### src/design/pwmdt_params.svh
// Offsets, field positions and reset values of the PWM generator control block.
// Assumes inclusion by the package, the design file and the checker.
`ifndef PWMDT_PARAMS_SVH
`define PWMDT_PARAMS_SVH

// ****************************************
// Register word indices
// ****************************************
`define PWMDT_ADDR_W 4
`define PWMDT_IDX_CTRL 4'h0
`define PWMDT_IDX_CFG 4'h1
`define PWMDT_IDX_PERIOD 4'h2
`define PWMDT_IDX_MDUTY 4'h3
`define PWMDT_IDX_GDUTY 4'h4
`define PWMDT_IDX_DT 4'h5
`define PWMDT_IDX_ALTDT 4'h6
`define PWMDT_IDX_PHASE 4'h7
`define PWMDT_IDX_STATUS 4'h8
`define PWMDT_IDX_ADUTY 4'h9

// ****************************************
// Control register fields
// ****************************************
`define PWMDT_DTC_HI 7
`define PWMDT_DTC_LO 6
`define PWMDT_COMPENSATION_POLARITY_BIT_BIT 5
`define PWMDT_CAM_BIT 2
`define PWMDT_EXTERNAL_RESET_CONTROL_BIT_BIT 1
`define PWMDT_IUE_BIT 0

// ****************************************
// Configuration register fields
// ****************************************
`define PWMDT_EN_BIT 0
`define PWMDT_ITB_BIT 1
`define PWMDT_CURRENT_LIMIT_MODE_BIT_BIT 2
`define PWMDT_USE_MDC_BIT 3

// ****************************************
// Reset values
// ****************************************
`define PWMDT_RST_PERIOD 16'h00ff
`define PWMDT_RST_WORD 16'h0000

`endif

### src/design/pwmdt_pkg.sv
// Types shared by the PWM generator control block.
// Assumes the params header sits beside it in design/.
`include "pwmdt_params.svh"

package pwmdt_pkg;

    // ****************************************
    // Dead-time modes and time base direction
    // ****************************************
    typedef enum logic [1:0] {
        PWMDT_DT_POS = 2'h0,
        PWMDT_DT_NEG = 2'h1,
        PWMDT_DT_OFF = 2'h2,
        PWMDT_DT_COMP = 2'h3
    } pwmdt_dtmode_t;

    typedef enum logic {
        PWMDT_UP,
        PWMDT_DOWN
    } pwmdt_dir_t;

    // ****************************************
    // Control byte and timing word sets
    // ****************************************
    typedef struct packed {
        pwmdt_dtmode_t dead_time_control_field;
        logic compensation_polarity_bit;
        logic alignment_select_bit;
        logic external_reset_control_bit;
        logic immediate_update_bit;
    } pwmdt_ctrl_t;

    typedef struct packed {
        logic en;
        logic independent_time_base_option;
        logic current_limit_mode_bit;
        logic use_mdc;
    } pwmdt_cfg_t;

    typedef struct packed {
        logic [15:0] mdc;
        logic [15:0] pdc;
        logic [15:0] dtr;
        logic [15:0] alt;
        logic [15:0] phase;
    } pwmdt_timing_t;

endpackage : pwmdt_pkg

### src/design/pwmdt_core.sv
// PWM generator with dead-time, alignment, external reset and update control.
// Assumes a single 25 MHz clock, register strobes from logic on that clock,
// and current-limit and compensation inputs arriving from pins.
`timescale 1ns/1ps
`default_nettype none
`include "pwmdt_params.svh"

module pwmdt_core
    import pwmdt_pkg::*;
(
    // Clock and reset
    input wire logic clk_in,
    input wire logic arst_n_in,
    // Register port
    input wire logic [`PWMDT_ADDR_W-1:0] addr_in,
    input wire logic [15:0] wdata_in,
    input wire logic wr_in,
    input wire logic rd_in,
    output logic [15:0] rdata_out,
    // Pins
    input wire logic curr_limit_in,
    input wire logic compensation_input_in,
    output logic high_side_output_out,
    output logic low_side_output_out,
    output logic period_boundary_out
);

    // ****************************************
    // Helper functions
    // ****************************************
    function automatic pwmdt_timing_t put_word(input pwmdt_timing_t cur,
                                               input logic [`PWMDT_ADDR_W-1:0] idx,
                                               input logic [15:0] val);
        pwmdt_timing_t res;
        res = cur;
        case (idx)
            `PWMDT_IDX_MDUTY: res.mdc = val;
            `PWMDT_IDX_GDUTY: res.pdc = val;
            `PWMDT_IDX_DT: res.dtr = val;
            `PWMDT_IDX_ALTDT: res.alt = val;
            `PWMDT_IDX_PHASE: res.phase = val;
            default: res = cur;
        endcase
        return res;
    endfunction : put_word

    function automatic logic is_timing(input logic [`PWMDT_ADDR_W-1:0] idx);
        return (idx >= `PWMDT_IDX_MDUTY) && (idx <= `PWMDT_IDX_PHASE);
    endfunction : is_timing

    // ****************************************
    // State
    // ****************************************
    pwmdt_ctrl_t ctrl;
    pwmdt_cfg_t cfg;
    logic [15:0] period_buf;
    logic [15:0] period_act;
    pwmdt_timing_t tim_buf;
    pwmdt_timing_t tim_act;
    logic [15:0] tb;
    pwmdt_dir_t dir;
    logic [1:0] cl_sync;
    logic [1:0] cmp_sync;
    logic cl_prev;
    logic raw_prev;
    logic [15:0] dly_cnt;

    // ****************************************
    // Decoding
    // ****************************************
    wire logic wr_ctrl = wr_in && (addr_in == `PWMDT_IDX_CTRL);
    wire logic wr_cfg = wr_in && (addr_in == `PWMDT_IDX_CFG);
    wire logic wr_period = wr_in && (addr_in == `PWMDT_IDX_PERIOD);
    wire logic wr_timing = wr_in && is_timing(addr_in);
    wire logic cl_s = cl_sync[1];
    wire logic cmp_s = cmp_sync[1];
    wire logic center = ctrl.alignment_select_bit && cfg.independent_time_base_option;
    wire logic ext_rst = ctrl.external_reset_control_bit && cfg.independent_time_base_option && cl_s && !cl_prev;
    wire logic boundary = center ? ((dir == PWMDT_DOWN) && (tb == 16'h0000))
                                 : (tb >= period_act);
    wire logic [15:0] duty = cfg.use_mdc ? tim_act.mdc : tim_act.pdc;
    wire logic raw = cfg.en && (tb < duty);
    wire logic rise = raw && !raw_prev;
    wire logic fall = !raw && raw_prev;
    wire logic dly_zero = (dly_cnt == 16'h0000);
    wire logic dly_done = dly_zero && !rise && !fall;
    wire logic comp_mode = (ctrl.dead_time_control_field == PWMDT_DT_COMP);
    wire logic shorten_high = comp_mode && !(ctrl.compensation_polarity_bit ^ cmp_s);
    wire logic [15:0] dly_load = (fall && !comp_mode) ? tim_act.alt : tim_act.dtr;
    wire logic [15:0] next_dly = (rise || fall) ? dly_load
                               : (dly_zero ? 16'h0000 : dly_cnt - 16'h0001);
    wire pwmdt_timing_t tim_written = put_word(tim_buf, addr_in, wdata_in);
    wire pwmdt_timing_t next_tim_act = (wr_timing && ctrl.immediate_update_bit)
                                     ? put_word(tim_act, addr_in, wdata_in)
                                     : (boundary ? tim_buf : tim_act);

    // ****************************************
    // Output shaping
    // ****************************************
    logic next_hi;
    logic next_lo;
    always_comb begin
        next_hi = 1'b0;
        next_lo = 1'b0;
        case (ctrl.dead_time_control_field)
            PWMDT_DT_POS: begin
                next_hi = raw && dly_done;
                next_lo = !raw && dly_done;
            end
            PWMDT_DT_NEG: begin
                next_hi = raw || !dly_done;
                next_lo = !raw || !dly_done;
            end
            PWMDT_DT_OFF: begin
                next_hi = raw;
                next_lo = !raw;
            end
            PWMDT_DT_COMP: begin
                if (shorten_high) begin
                    next_hi = raw && dly_done;
                    next_lo = !next_hi;
                end else begin
                    next_lo = !raw && dly_done;
                    next_hi = !next_lo;
                end
            end
            default: begin
                next_hi = 1'b0;
                next_lo = 1'b0;
            end
        endcase
        if (!cfg.en) begin
            next_hi = 1'b0;
            next_lo = 1'b0;
        end
    end

    // ****************************************
    // Time base
    // ****************************************
    logic [15:0] next_tb;
    pwmdt_dir_t next_dir;
    always_comb begin
        next_tb = tb + 16'h0001;
        next_dir = dir;
        if (!cfg.en || ext_rst) begin
            next_tb = 16'h0000;
            next_dir = PWMDT_UP;
        end else if (!center) begin
            if (boundary) begin
                next_tb = (tim_act.phase < period_act) ? tim_act.phase : 16'h0000;
            end
            next_dir = PWMDT_UP;
        end else if (dir == PWMDT_UP) begin
            if (tb >= period_act) begin
                next_dir = PWMDT_DOWN;
                next_tb = (tb == 16'h0000) ? 16'h0000 : tb - 16'h0001;
            end
        end else begin
            if (boundary) begin
                next_dir = PWMDT_UP;
            end else begin
                next_tb = tb - 16'h0001;
            end
        end
    end

    // ****************************************
    // Read mux
    // ****************************************
    logic [15:0] rd_word;
    always_comb begin
        rd_word = 16'h0000;
        case (addr_in)
            // bits 4 and 3 read zero
            `PWMDT_IDX_CTRL: rd_word = {8'h00, ctrl.dead_time_control_field, ctrl.compensation_polarity_bit, 2'b00,
                                        ctrl.alignment_select_bit, ctrl.external_reset_control_bit, ctrl.immediate_update_bit};
            `PWMDT_IDX_CFG: rd_word = {12'h000, cfg.use_mdc, cfg.current_limit_mode_bit, cfg.independent_time_base_option, cfg.en};
            `PWMDT_IDX_PERIOD: rd_word = period_buf;
            `PWMDT_IDX_MDUTY: rd_word = tim_buf.mdc;
            `PWMDT_IDX_GDUTY: rd_word = tim_buf.pdc;
            `PWMDT_IDX_DT: rd_word = tim_buf.dtr;
            `PWMDT_IDX_ALTDT: rd_word = tim_buf.alt;
            `PWMDT_IDX_PHASE: rd_word = tim_buf.phase;
            `PWMDT_IDX_STATUS: rd_word = tb;
            `PWMDT_IDX_ADUTY: rd_word = duty;
            default: rd_word = 16'h0000;
        endcase
    end

    // ****************************************
    // Register next values
    // ****************************************
    wire logic [5:0] ctrl_bits = {wdata_in[`PWMDT_DTC_HI:`PWMDT_DTC_LO],
                                  wdata_in[`PWMDT_COMPENSATION_POLARITY_BIT_BIT], wdata_in[`PWMDT_CAM_BIT],
                                  wdata_in[`PWMDT_EXTERNAL_RESET_CONTROL_BIT_BIT], wdata_in[`PWMDT_IUE_BIT]};
    wire logic [3:0] cfg_bits = {wdata_in[`PWMDT_EN_BIT], wdata_in[`PWMDT_ITB_BIT],
                                 wdata_in[`PWMDT_CURRENT_LIMIT_MODE_BIT_BIT], wdata_in[`PWMDT_USE_MDC_BIT]};
    wire pwmdt_ctrl_t next_ctrl = wr_ctrl ? pwmdt_ctrl_t'(ctrl_bits) : ctrl;
    wire pwmdt_cfg_t next_cfg = wr_cfg ? pwmdt_cfg_t'(cfg_bits) : cfg;
    wire logic [15:0] next_period_buf = wr_period ? wdata_in : period_buf;
    wire pwmdt_timing_t next_tim_buf = wr_timing ? tim_written : tim_buf;
    wire logic [15:0] next_period_act = boundary ? period_buf : period_act;
    wire logic next_pb = boundary && cfg.en;
    wire logic [15:0] next_rdata = rd_in ? rd_word : 16'h0000;

    // ****************************************
    // Control and configuration
    // ****************************************
    always_ff @(posedge clk_in or negedge arst_n_in) begin
        if (!arst_n_in) begin
            ctrl <= '0;
        end else begin
            ctrl <= next_ctrl;
        end
    end

    always_ff @(posedge clk_in or negedge arst_n_in) begin
        if (!arst_n_in) begin
            cfg <= '0;
        end else begin
            cfg <= next_cfg;
        end
    end

    // ****************************************
    // Buffered copies
    // ****************************************
    always_ff @(posedge clk_in or negedge arst_n_in) begin
        if (!arst_n_in) begin
            period_buf <= `PWMDT_RST_PERIOD;
        end else begin
            period_buf <= next_period_buf;
        end
    end

    always_ff @(posedge clk_in or negedge arst_n_in) begin
        if (!arst_n_in) begin
            tim_buf <= '0;
        end else begin
            tim_buf <= next_tim_buf;
        end
    end

    // ****************************************
    // Active copies
    // ****************************************
    always_ff @(posedge clk_in or negedge arst_n_in) begin
        if (!arst_n_in) begin
            period_act <= `PWMDT_RST_PERIOD;
        end else begin
            period_act <= next_period_act;
        end
    end

    always_ff @(posedge clk_in or negedge arst_n_in) begin
        if (!arst_n_in) begin
            tim_act <= '0;
        end else begin
            tim_act <= next_tim_act;
        end
    end

    // ****************************************
    // Time base and delay
    // ****************************************
    always_ff @(posedge clk_in or negedge arst_n_in) begin
        if (!arst_n_in) begin
            tb <= `PWMDT_RST_WORD;
            dir <= PWMDT_UP;
        end else begin
            tb <= next_tb;
            dir <= next_dir;
        end
    end

    always_ff @(posedge clk_in or negedge arst_n_in) begin
        if (!arst_n_in) begin
            dly_cnt <= `PWMDT_RST_WORD;
            raw_prev <= 1'b0;
        end else begin
            dly_cnt <= next_dly;
            raw_prev <= raw;
        end
    end

    // ****************************************
    // Pin synchronisers
    // ****************************************
    always_ff @(posedge clk_in or negedge arst_n_in) begin
        if (!arst_n_in) begin
            cl_sync <= 2'b00;
            cmp_sync <= 2'b00;
            cl_prev <= 1'b0;
        end else begin
            cl_sync <= {cl_sync[0], curr_limit_in};
            cmp_sync <= {cmp_sync[0], compensation_input_in};
            cl_prev <= cl_s;
        end
    end

    // ****************************************
    // Outputs
    // ****************************************
    always_ff @(posedge clk_in or negedge arst_n_in) begin
        if (!arst_n_in) begin
            high_side_output_out <= 1'b0;
            low_side_output_out <= 1'b0;
        end else begin
            high_side_output_out <= next_hi;
            low_side_output_out <= next_lo;
        end
    end

    always_ff @(posedge clk_in or negedge arst_n_in) begin
        if (!arst_n_in) begin
            period_boundary_out <= 1'b0;
            rdata_out <= 16'h0000;
        end else begin
            period_boundary_out <= next_pb;
            rdata_out <= next_rdata;
        end
    end

endmodule : pwmdt_core
`default_nettype wire

### config.mk
export PLATFORM = sky130hd
export DESIGN_NAME = pwmdt_core
export DESIGN_NICKNAME = d
export VERILOG_FILES = /design/src/design/pwmdt_pkg.sv /design/src/design/pwmdt_core.sv
export VERILOG_INCLUDE_DIRS = /design/src /design/src/design
export SDC_FILE = /design/constraint.sdc
export NUM_CORES = 1
export LEC_CHECK = 0
export ABC_AREA = 1
export BUFFER_PORTS_ARGS = -buffer_cell sky130_fd_sc_hd__buf_2
export CORE_MARGIN = 2
export CORE_UTILIZATION = 65
export CTS_BUF_LIST = sky130_fd_sc_hd__clkbuf_8
export CTS_CLUSTER_DIAMETER = 40
export DETAILED_ROUTE_END_ITERATION = 10
export PLACE_DENSITY_LB_ADDON = 0.05
export REMOVE_ABC_BUFFERS = 1
export SETUP_SLACK_MARGIN = 0.1
export SLEW_MARGIN = 25
export SYNTH_ARGS = -nofsm -noshare
export SYNTH_HDL_FRONTEND = slang
export SYNTH_SLANG_ARGS = --single-unit
### constraint.sdc
create_clock -name clk_in -period 3.4 [get_ports clk_in]
set_clock_uncertainty 0.15 [all_clocks]
set_input_delay 0.17 -clock clk_in [delete_from_list [all_inputs] [get_ports clk_in]]
set_output_delay 0.17 -clock clk_in [all_outputs]
set_load 0.01 [all_outputs]
==> reports/qor.log, run 1 <==
[status] run status finished, final reports clean
[drt] Post-Route WL 42.6 mm
[global_route] pin count of the biggest net entering global routing 110
[floorplanning] chip width 152 um
[pwr] Static Leakage 7.94 nW
[synth] count of mapped cells out of synthesis 1822
[floorplanning] total core area 21600 um2
[floorplanning] starting density of the core 0.655
[sta] Tmin final 3.08 ns
[critical_path] crit-path max FO 24
[global_route] first-pass GRT wire length 66.3 mm
[clock_network] clock tree from TritonCTS built
[floorplanning] row cnt 54
[drt] number of detailed-route iterations in the first pass 6
[run] Max Cap Viol 0
[drt] drt wl/cell 19.2 um
[final_layout] most common cell after layout, fill and taps aside sky130_fd_sc_hd__nand2_1
[synth] per-instance average area after synthesis 7.78 um2
[pwr] combinational group share of total power 0.425
[min_path] worst min-delay path class primary input to flip-flop
[placed_design] final estimated routing congestion in global placement 0.917
[global_route] number of global-route vias before repair 12600
[critical_path] Startpoint Class flip-flop
[sta] worst slew margin relative to its limit 0.389
[sta] Setup Total Neg Slack 0 ns
[pwr] net switching power 5.73 mW
[floorplanning] Die Height 152 um
[critical_path] nature of the critical path endpoint flip-flop
[clock_network] clock latency on the worst-skew pair 0.57 ns
[critical_path] cell repeated most along the worst path sky130_fd_sc_hd__nand2_1
[critical_path] Critical Path Slowest Stage Cell sky130_fd_sc_hd__dfrtp_1
[final_layout] layout overhead on the synthesized area 12.4%
[sta] max frequency 0.325 GHz
[sta] final hold violations 0
[final_layout] number of nets at the end of the flow 1982
[final_layout] finished layout cell area 15900 um2
[sta] unrepaired setup endpoints after global routing no
[clock_network] number of buffers added for setup after CTS 0
[sta] Final Slew Violations 0
[clock_network] Root Driver sky130_fd_sc_hd__clkbuf_8
[critical_path] cell-by-cell trace of the critical path buf_6 > o21ai_0 > ha_1 > a21oi_1 > nor2_1 > a211oi_1 > nand2_1 > nand2_1 > nand2_1 > inv_1 > ha_2 > nand2_2 > buf_4 > o22ai_1
[global_route] initial antenna violation count 0
[clock_network] largest buffer count on any clock path 3
[pwr] worst vdd rail ir drop 0.509 mV
[placed_design] IO Port Bufs 44
[sta] worst hold margin 0.0328 ns
[global_route] combined global-route utilization of all metal layers 0.378
[pwr] sequential fraction of design power 0.341
[critical_path] type of the worst setup path flip-flop to flip-flop
[pwr] clock power share 0.235
[critical_path] biggest cell delay along the critical path 0.39 ns
[drt] initial drt markers 1099
[pwr] cell-internal power 7.67 mW
[final_layout] commonest non-fill, non-tap cells in the layout sky130_fd_sc_hd__nand2_1 (479), sky130_fd_sc_hd__inv_1 (263), sky130_fd_sc_hd__dfrtp_1 (244)
[pwr] share of total power consumed by net switching 0.428
[clock_network] total number of clock tree sinks 260
[floorplanning] die area 23000 um2
[clock_network] H-Tree Level Count 2
[global_route] Overflow after GRT 0
[critical_path] cell type group with the largest total delay on the critical path compound AO/OA/AOI/OAI gates
[synth] Yosys cell types 46
[sta] # setup viols final 0
[synth] combined area of all synthesized cells 14200 um2
[critical_path] Critical Path RT 3.68 ns
[drt] via density per instance 5.85
[placed_design] Detail Placement HPWL 29.7 mm
[synth] sequential-to-total area share from yosys stat 0.461
[sta] worst-margin pin slew 0.916 ns
[critical_path] arrival time of the worst setup path 3.36 ns
[drt] total via count after detailed routing 13000
[critical_path] WP buf/inv 3
[placed_design] dpl cell area 14700 um2
[final_layout] proportion of layout cells with a drive suffix above 1 0.106
[synth] register bit count reported by yosys 260
[clock_network] CTS clk-pin slew, worst paths 0.07 ns
[pwr] Power per Cell Area 841 nW/um2
[floorplanning] number of top-level pins 45
[final_layout] count of inserted antenna diode cells 0
[drt] antenna viol nets, final 0
[drt] DR DRC count 0
[sta] post-route clock period utilization 0.905
[synth] yosys synthesis warning count 0
[clock_network] total CTS buffers 47
## per-stage QoR
stage	utilization	worst slack [ns]	total power [mW]	instances
global placement	0.678	0.319	9.93	2111
CTS	0.736	0.177	13.3	2218
global route	0.737	0.138	14.3	2219
finish	0.737	0.324	13.4	2219
detailed placement	0.679	0.198	10.1	2111
floorplan	-	0.248	8.30	1745
## timing repair
item	4_1_cts	5_1_grt
hold buffers	24	0
endpoints found under the setup margin	0	18
endpoints found under the hold margin	260	0
resized for setup	0	8
## synthesized netlist by cell type, drive strengths merged
master | count | area (um2)
o32ai | 1 | 8.76
ha | 51 | 638
clkinv | 1 | 3.75
nor4 | 4 | 25.0
o2111ai | 6 | 52.6
a221oi | 8 | 70.1
a21o | 1 | 7.51
dfstp | 16 | 420
a21boi | 1 | 11.3
a41oi | 1 | 8.76
buf | 30 | 244
o22ai | 52 | 325
o21a | 1 | 7.51
nor3 | 20 | 100
or2 | 4 | 25.0
dfrtp | 244 | 6110
and2 | 1 | 6.26
clkbuf | 47 | 176
a21oi | 50 | 250
a211oi | 2 | 15.0
xor2 | 29 | 254
and3 | 2 | 12.5
nand4 | 14 | 100
xnor2 | 5 | 43.8
o21ai | 302 | 1580
inv | 253 | 952
nor2 | 124 | 504
nand3 | 62 | 333
a31oi | 2 | 12.5
nand2 | 486 | 1860
o31ai | 2 | 15.0
## logic make-up after synthesis
group	share of synthesized area
simple gates	0.209
compound gates	0.167
buf+inv	0.0971
flops	0.461
fa+ha+maj	0.0450
xor+xnor	0.0210
## sequential cells by signal, indices dropped and copies added, names as in the netlist, 6 cells and up
| name | cells |
|---|---|
| tim_act | 80 |
| period_buf | 16 |
| dly_cnt | 16 |
| rdata_out | 16 |
| ctrl | 6 |
| tb | 16 |
| period_act | 16 |
| tim_buf | 80 |
## final timing paths
path	startpoint	endpoint	slack (ns)	depth (start not counted)
max in group asynchronous	arst_n_in	tim_act[77]	2.07	3
min reg2reg	cmp_sync[0]	cmp_sync[1]	0.19	0
max reg2reg	cfg[0]	dly_cnt[9]	0.32	14
min in group asynchronous	arst_n_in	tim_act[30]	0.08	2
min	addr_in[2]	tim_buf[18]	0.03	5
max	cfg[0]	dly_cnt[9]	0.32	14
## metal layers
metal,up-vias,wire length [um],track usage
li1,6079,-,-
met1,6067,17400,0.503
met2,672,18500,0.569
met3,164,3980,0.0749
met4,0,2770,0.241
met5,-,0,0
## area by class of cell
class / instances / area, um2
fill: 1755 / 5690
inverter: 254 / 960
multi-input combinational: 1231 / 6270
sequential: 260 / 6530
clock buffer: 56 / 771
tap: 280 / 350
clock inverter: 27 / 228
timing repair inverter: 1 / 7.51
timing repair buffer: 110 / 815
## worst reg2reg max path: cells and delay by family, from the launching register on
kind | cells | cell delay [ns]
compound gates | 4 | 0.65
fa+ha+maj | 2 | 0.64
buf+inv | 3 | 0.51
flops | 1 | 0.39
simple gates | 5 | 0.61
## power groups by stage
stage | registers [mW] | clock network, mW | logic (mW)
floorplan | 4.44 | 0 | 3.86
global placement | 4.57 | 0 | 5.37
finish | 4.57 | 3.14 | 5.69
global route | 4.65 | 3.27 | 6.40
CTS | 4.54 | 3.15 | 5.57
detailed placement | 4.58 | 0 | 5.52
Note: power is estimated with default switching activity, not from simulation.
==> run 2, diff against run 1 <==
==> constraint.sdc (replaced) <==
create_clock -name clk_in -period 3.1 [get_ports clk_in]
set_clock_uncertainty 0.15 [all_clocks]
set_input_delay 0.155 -clock clk_in [delete_from_list [all_inputs] [get_ports clk_in]]
set_output_delay 0.155 -clock clk_in [all_outputs]
set_load 0.01 [all_outputs]
==> run 2 against run 1 <==
Against the previous run: the run now ends with hold timing left; final cell count rose by 0.81%; sequential cell count did not move; worst hold slack got worse by 0.044 ns; critical path depth rose by 3; die area did not move; fmax rose by 7.0%; non-clock buffer count rose by 16; design area rose by 1.8%; count of clock-buffer cells in the layout fell by 1; sequential share of layout area fell by 0.73 points; largest cell class unchanged; sequential power rose by 9.8%.
==> reports/qor.log, run 2 (same netlist as run 1, synthesis figures left out) <==
[status] run status finished with violations
[status] violations in the final reports hold timing
[floorplanning] row cnt 54
[placed_design] IO Port Bufs 44
[global_route] Overflow after GRT 0
[clock_network] largest buffer count on any clock path 3
[global_route] combined global-route utilization of all metal layers 0.381
[final_layout] core utilization of the finished layout 0.750
[clock_network] H-Tree Level Count 2
[critical_path] Startpoint Class flip-flop
[floorplanning] total core area 21600 um2
[pwr] Power per Cell Area 930 nW/um2
[sta] worst slew margin relative to its limit 0.424
[clock_network] CTS clk-pin slew, worst paths 0.06 ns
[sta] unrepaired setup endpoints after global routing yes
[floorplanning] die area 23000 um2
[final_layout] proportion of layout cells with a drive suffix above 1 0.124
[final_layout] multi-input logic area 6380 um2
[drt] total via count after detailed routing 13200
[sta] # setup viols final 0
[critical_path] crit-path max FO 17
[sta] final hold violations 4
[sta] Setup Total Neg Slack 0 ns
[min_path] worst min-delay path class primary input to async pin
[pwr] Static Leakage 8.04 nW
[sta] Final Slew Violations 0
[sta] worst-margin pin slew 0.861 ns
[global_route] first-pass GRT wire length 67.3 mm
[final_layout] registers with the highest flip-flop counts tim_act: 80 flops, tim_buf: 80 flops
[floorplanning] chip width 152 um
[critical_path] path depth of the worst reg2reg path 17
[critical_path] Critical Path RT 3.42 ns
[drt] antenna viol nets, final 0
[floorplanning] Die Height 152 um
[critical_path] type of the worst setup path flip-flop to flip-flop
[sta] post-route clock period utilization 0.927
[clock_network] Root Driver sky130_fd_sc_hd__clkbuf_8
[drt] number of detailed-route iterations in the first pass 6
[global_route] number of global-route vias before repair 12800
[drt] initial drt markers 1482
[final_layout] area of all sequential standard cells 6530 um2
[placed_design] dpl cell area 14800 um2
[final_layout] most common cell after layout, fill and taps aside sky130_fd_sc_hd__nand2_1
[drt] via density per instance 5.91
[clock_network] total number of clock tree sinks 260
[floorplanning] starting density of the core 0.655
[sta] worst hold margin -0.0115 ns
[clock_network] clock latency on the worst-skew pair 0.58 ns
[clock_network] total CTS buffers 47
[drt] Post-Route WL 42.7 mm
[placed_design] final estimated routing congestion in global placement 0.936
[final_layout] count of inserted antenna diode cells 0
[clock_network] clock tree from TritonCTS built
[final_layout] commonest non-fill, non-tap cells in the layout sky130_fd_sc_hd__nand2_1 (478), sky130_fd_sc_hd__inv_1 (263), sky130_fd_sc_hd__dfrtp_1 (243)
[drt] drt wl/cell 19.1 um
[sta] Tmin final 2.88 ns
[final_layout] finished layout cell area 16200 um2
[critical_path] nature of the critical path endpoint flip-flop
[drt] DR DRC count 0
[global_route] initial antenna violation count 0
[critical_path] arrival time of the worst setup path 3.20 ns
[floorplanning] number of top-level pins 45
[final_layout] number of nets at the end of the flow 1998
[pwr] worst vdd rail ir drop 0.592 mV
[global_route] pin count of the biggest net entering global routing 71
[run] Max Cap Viol 0
[placed_design] Detail Placement HPWL 29.9 mm
[final_layout] fillcell total 1684
[final_layout] layout overhead on the synthesized area 14.5%
[sta] max frequency 0.348 GHz
run 2: changes by cell type in the layout (fill, tap and decap cells not counted), moves of 4 or more:
cell	delta
sky130_fd_sc_hd__o21ai_0	-9
sky130_fd_sc_hd__o21ai_2	+5
sky130_fd_sc_hd__buf_4	+12
sky130_fd_sc_hd__buf_12	+5
sky130_fd_sc_hd__ha_4	+4
run 2: final timing paths:
kind                        startpoint                  end  slack [ns]
setup / recovery                cfg[0]  low_side_output_out        0.22
min in group clk_in         addr_in[2]          tim_buf[49]        0.04
setup reg to reg                cfg[0]  low_side_output_out        0.22
hold reg to reg            cmp_sync[0]          cmp_sync[1]        0.20
max in group asynchronous    arst_n_in          tim_act[14]        1.91
hold / removal               arst_n_in          tim_buf[55]       -0.01
run 2: critical path, stage by stage, from the launching register on:
cell	delay (ns)
sky130_fd_sc_hd__dfrtp_2	0.45
sky130_fd_sc_hd__clkbuf_16	0.20
sky130_fd_sc_hd__nand2_1	0.07
sky130_fd_sc_hd__o21ai_0	0.11
sky130_fd_sc_hd__ha_1	0.33
sky130_fd_sc_hd__nand3_1	0.10
sky130_fd_sc_hd__nor3_2	0.20
sky130_fd_sc_hd__nand2_2	0.11
sky130_fd_sc_hd__nand2_4	0.13
sky130_fd_sc_hd__inv_2	0.07
sky130_fd_sc_hd__ha_4	0.16
sky130_fd_sc_hd__inv_1	0.06
sky130_fd_sc_hd__nand4_1	0.15
sky130_fd_sc_hd__nand2_1	0.15
sky130_fd_sc_hd__and3_1	0.15
sky130_fd_sc_hd__nand2_1	0.05
sky130_fd_sc_hd__nand3_1	0.08
sky130_fd_sc_hd__nor2_1	0.04
run 2: metrics by stage:
step	total power [mW]	worst slack, ns	hold WS, ns	instances
finish	15.1	0.225	-0.0115	2237
global route	16.1	0.0344	0.0480	2237
CTS	14.9	0.137	0.00713	2235
detailed placement	11.4	-0.0312	0.0138	2124
global placement	11.2	0.0269	0.00910	2124
floorplan	9.11	-0.0519	-0.291	1745
run 2: routing by layer:
layer / track usage / part of all wire
met5: 0 / 0
met4: 0.216 / 0.060
met3: 0.0644 / 0.086
met2: 0.592 / 0.45
met1: 0.510 / 0.41
run 2: where the power goes:
part	switching (mW)	leakage (nW)	internal [mW]
clock	1.50	0.550	1.87
combinational	4.30	4.15	2.39
sequential	0.655	3.34	4.37
run 2: repair_timing:
item	CTS	global route
endpoints found under the setup margin	16	34
resized for setup	7	33
hold buffers	23	0
gates cloned	1	1
hold endpoints to repair	436	0
pin swaps	0	6
setup buffers	2	1
run 2: final cells by class:
class,count,share of cell area
sequential,260,0.402
inverter,254,0.0594
clock buffer,55,0.0467
timing repair buffer,126,0.0622
timing repair inverter,1,0.000463
clock inverter,30,0.0138
multi-input combinational,1231,0.393
tap,280,0.0216
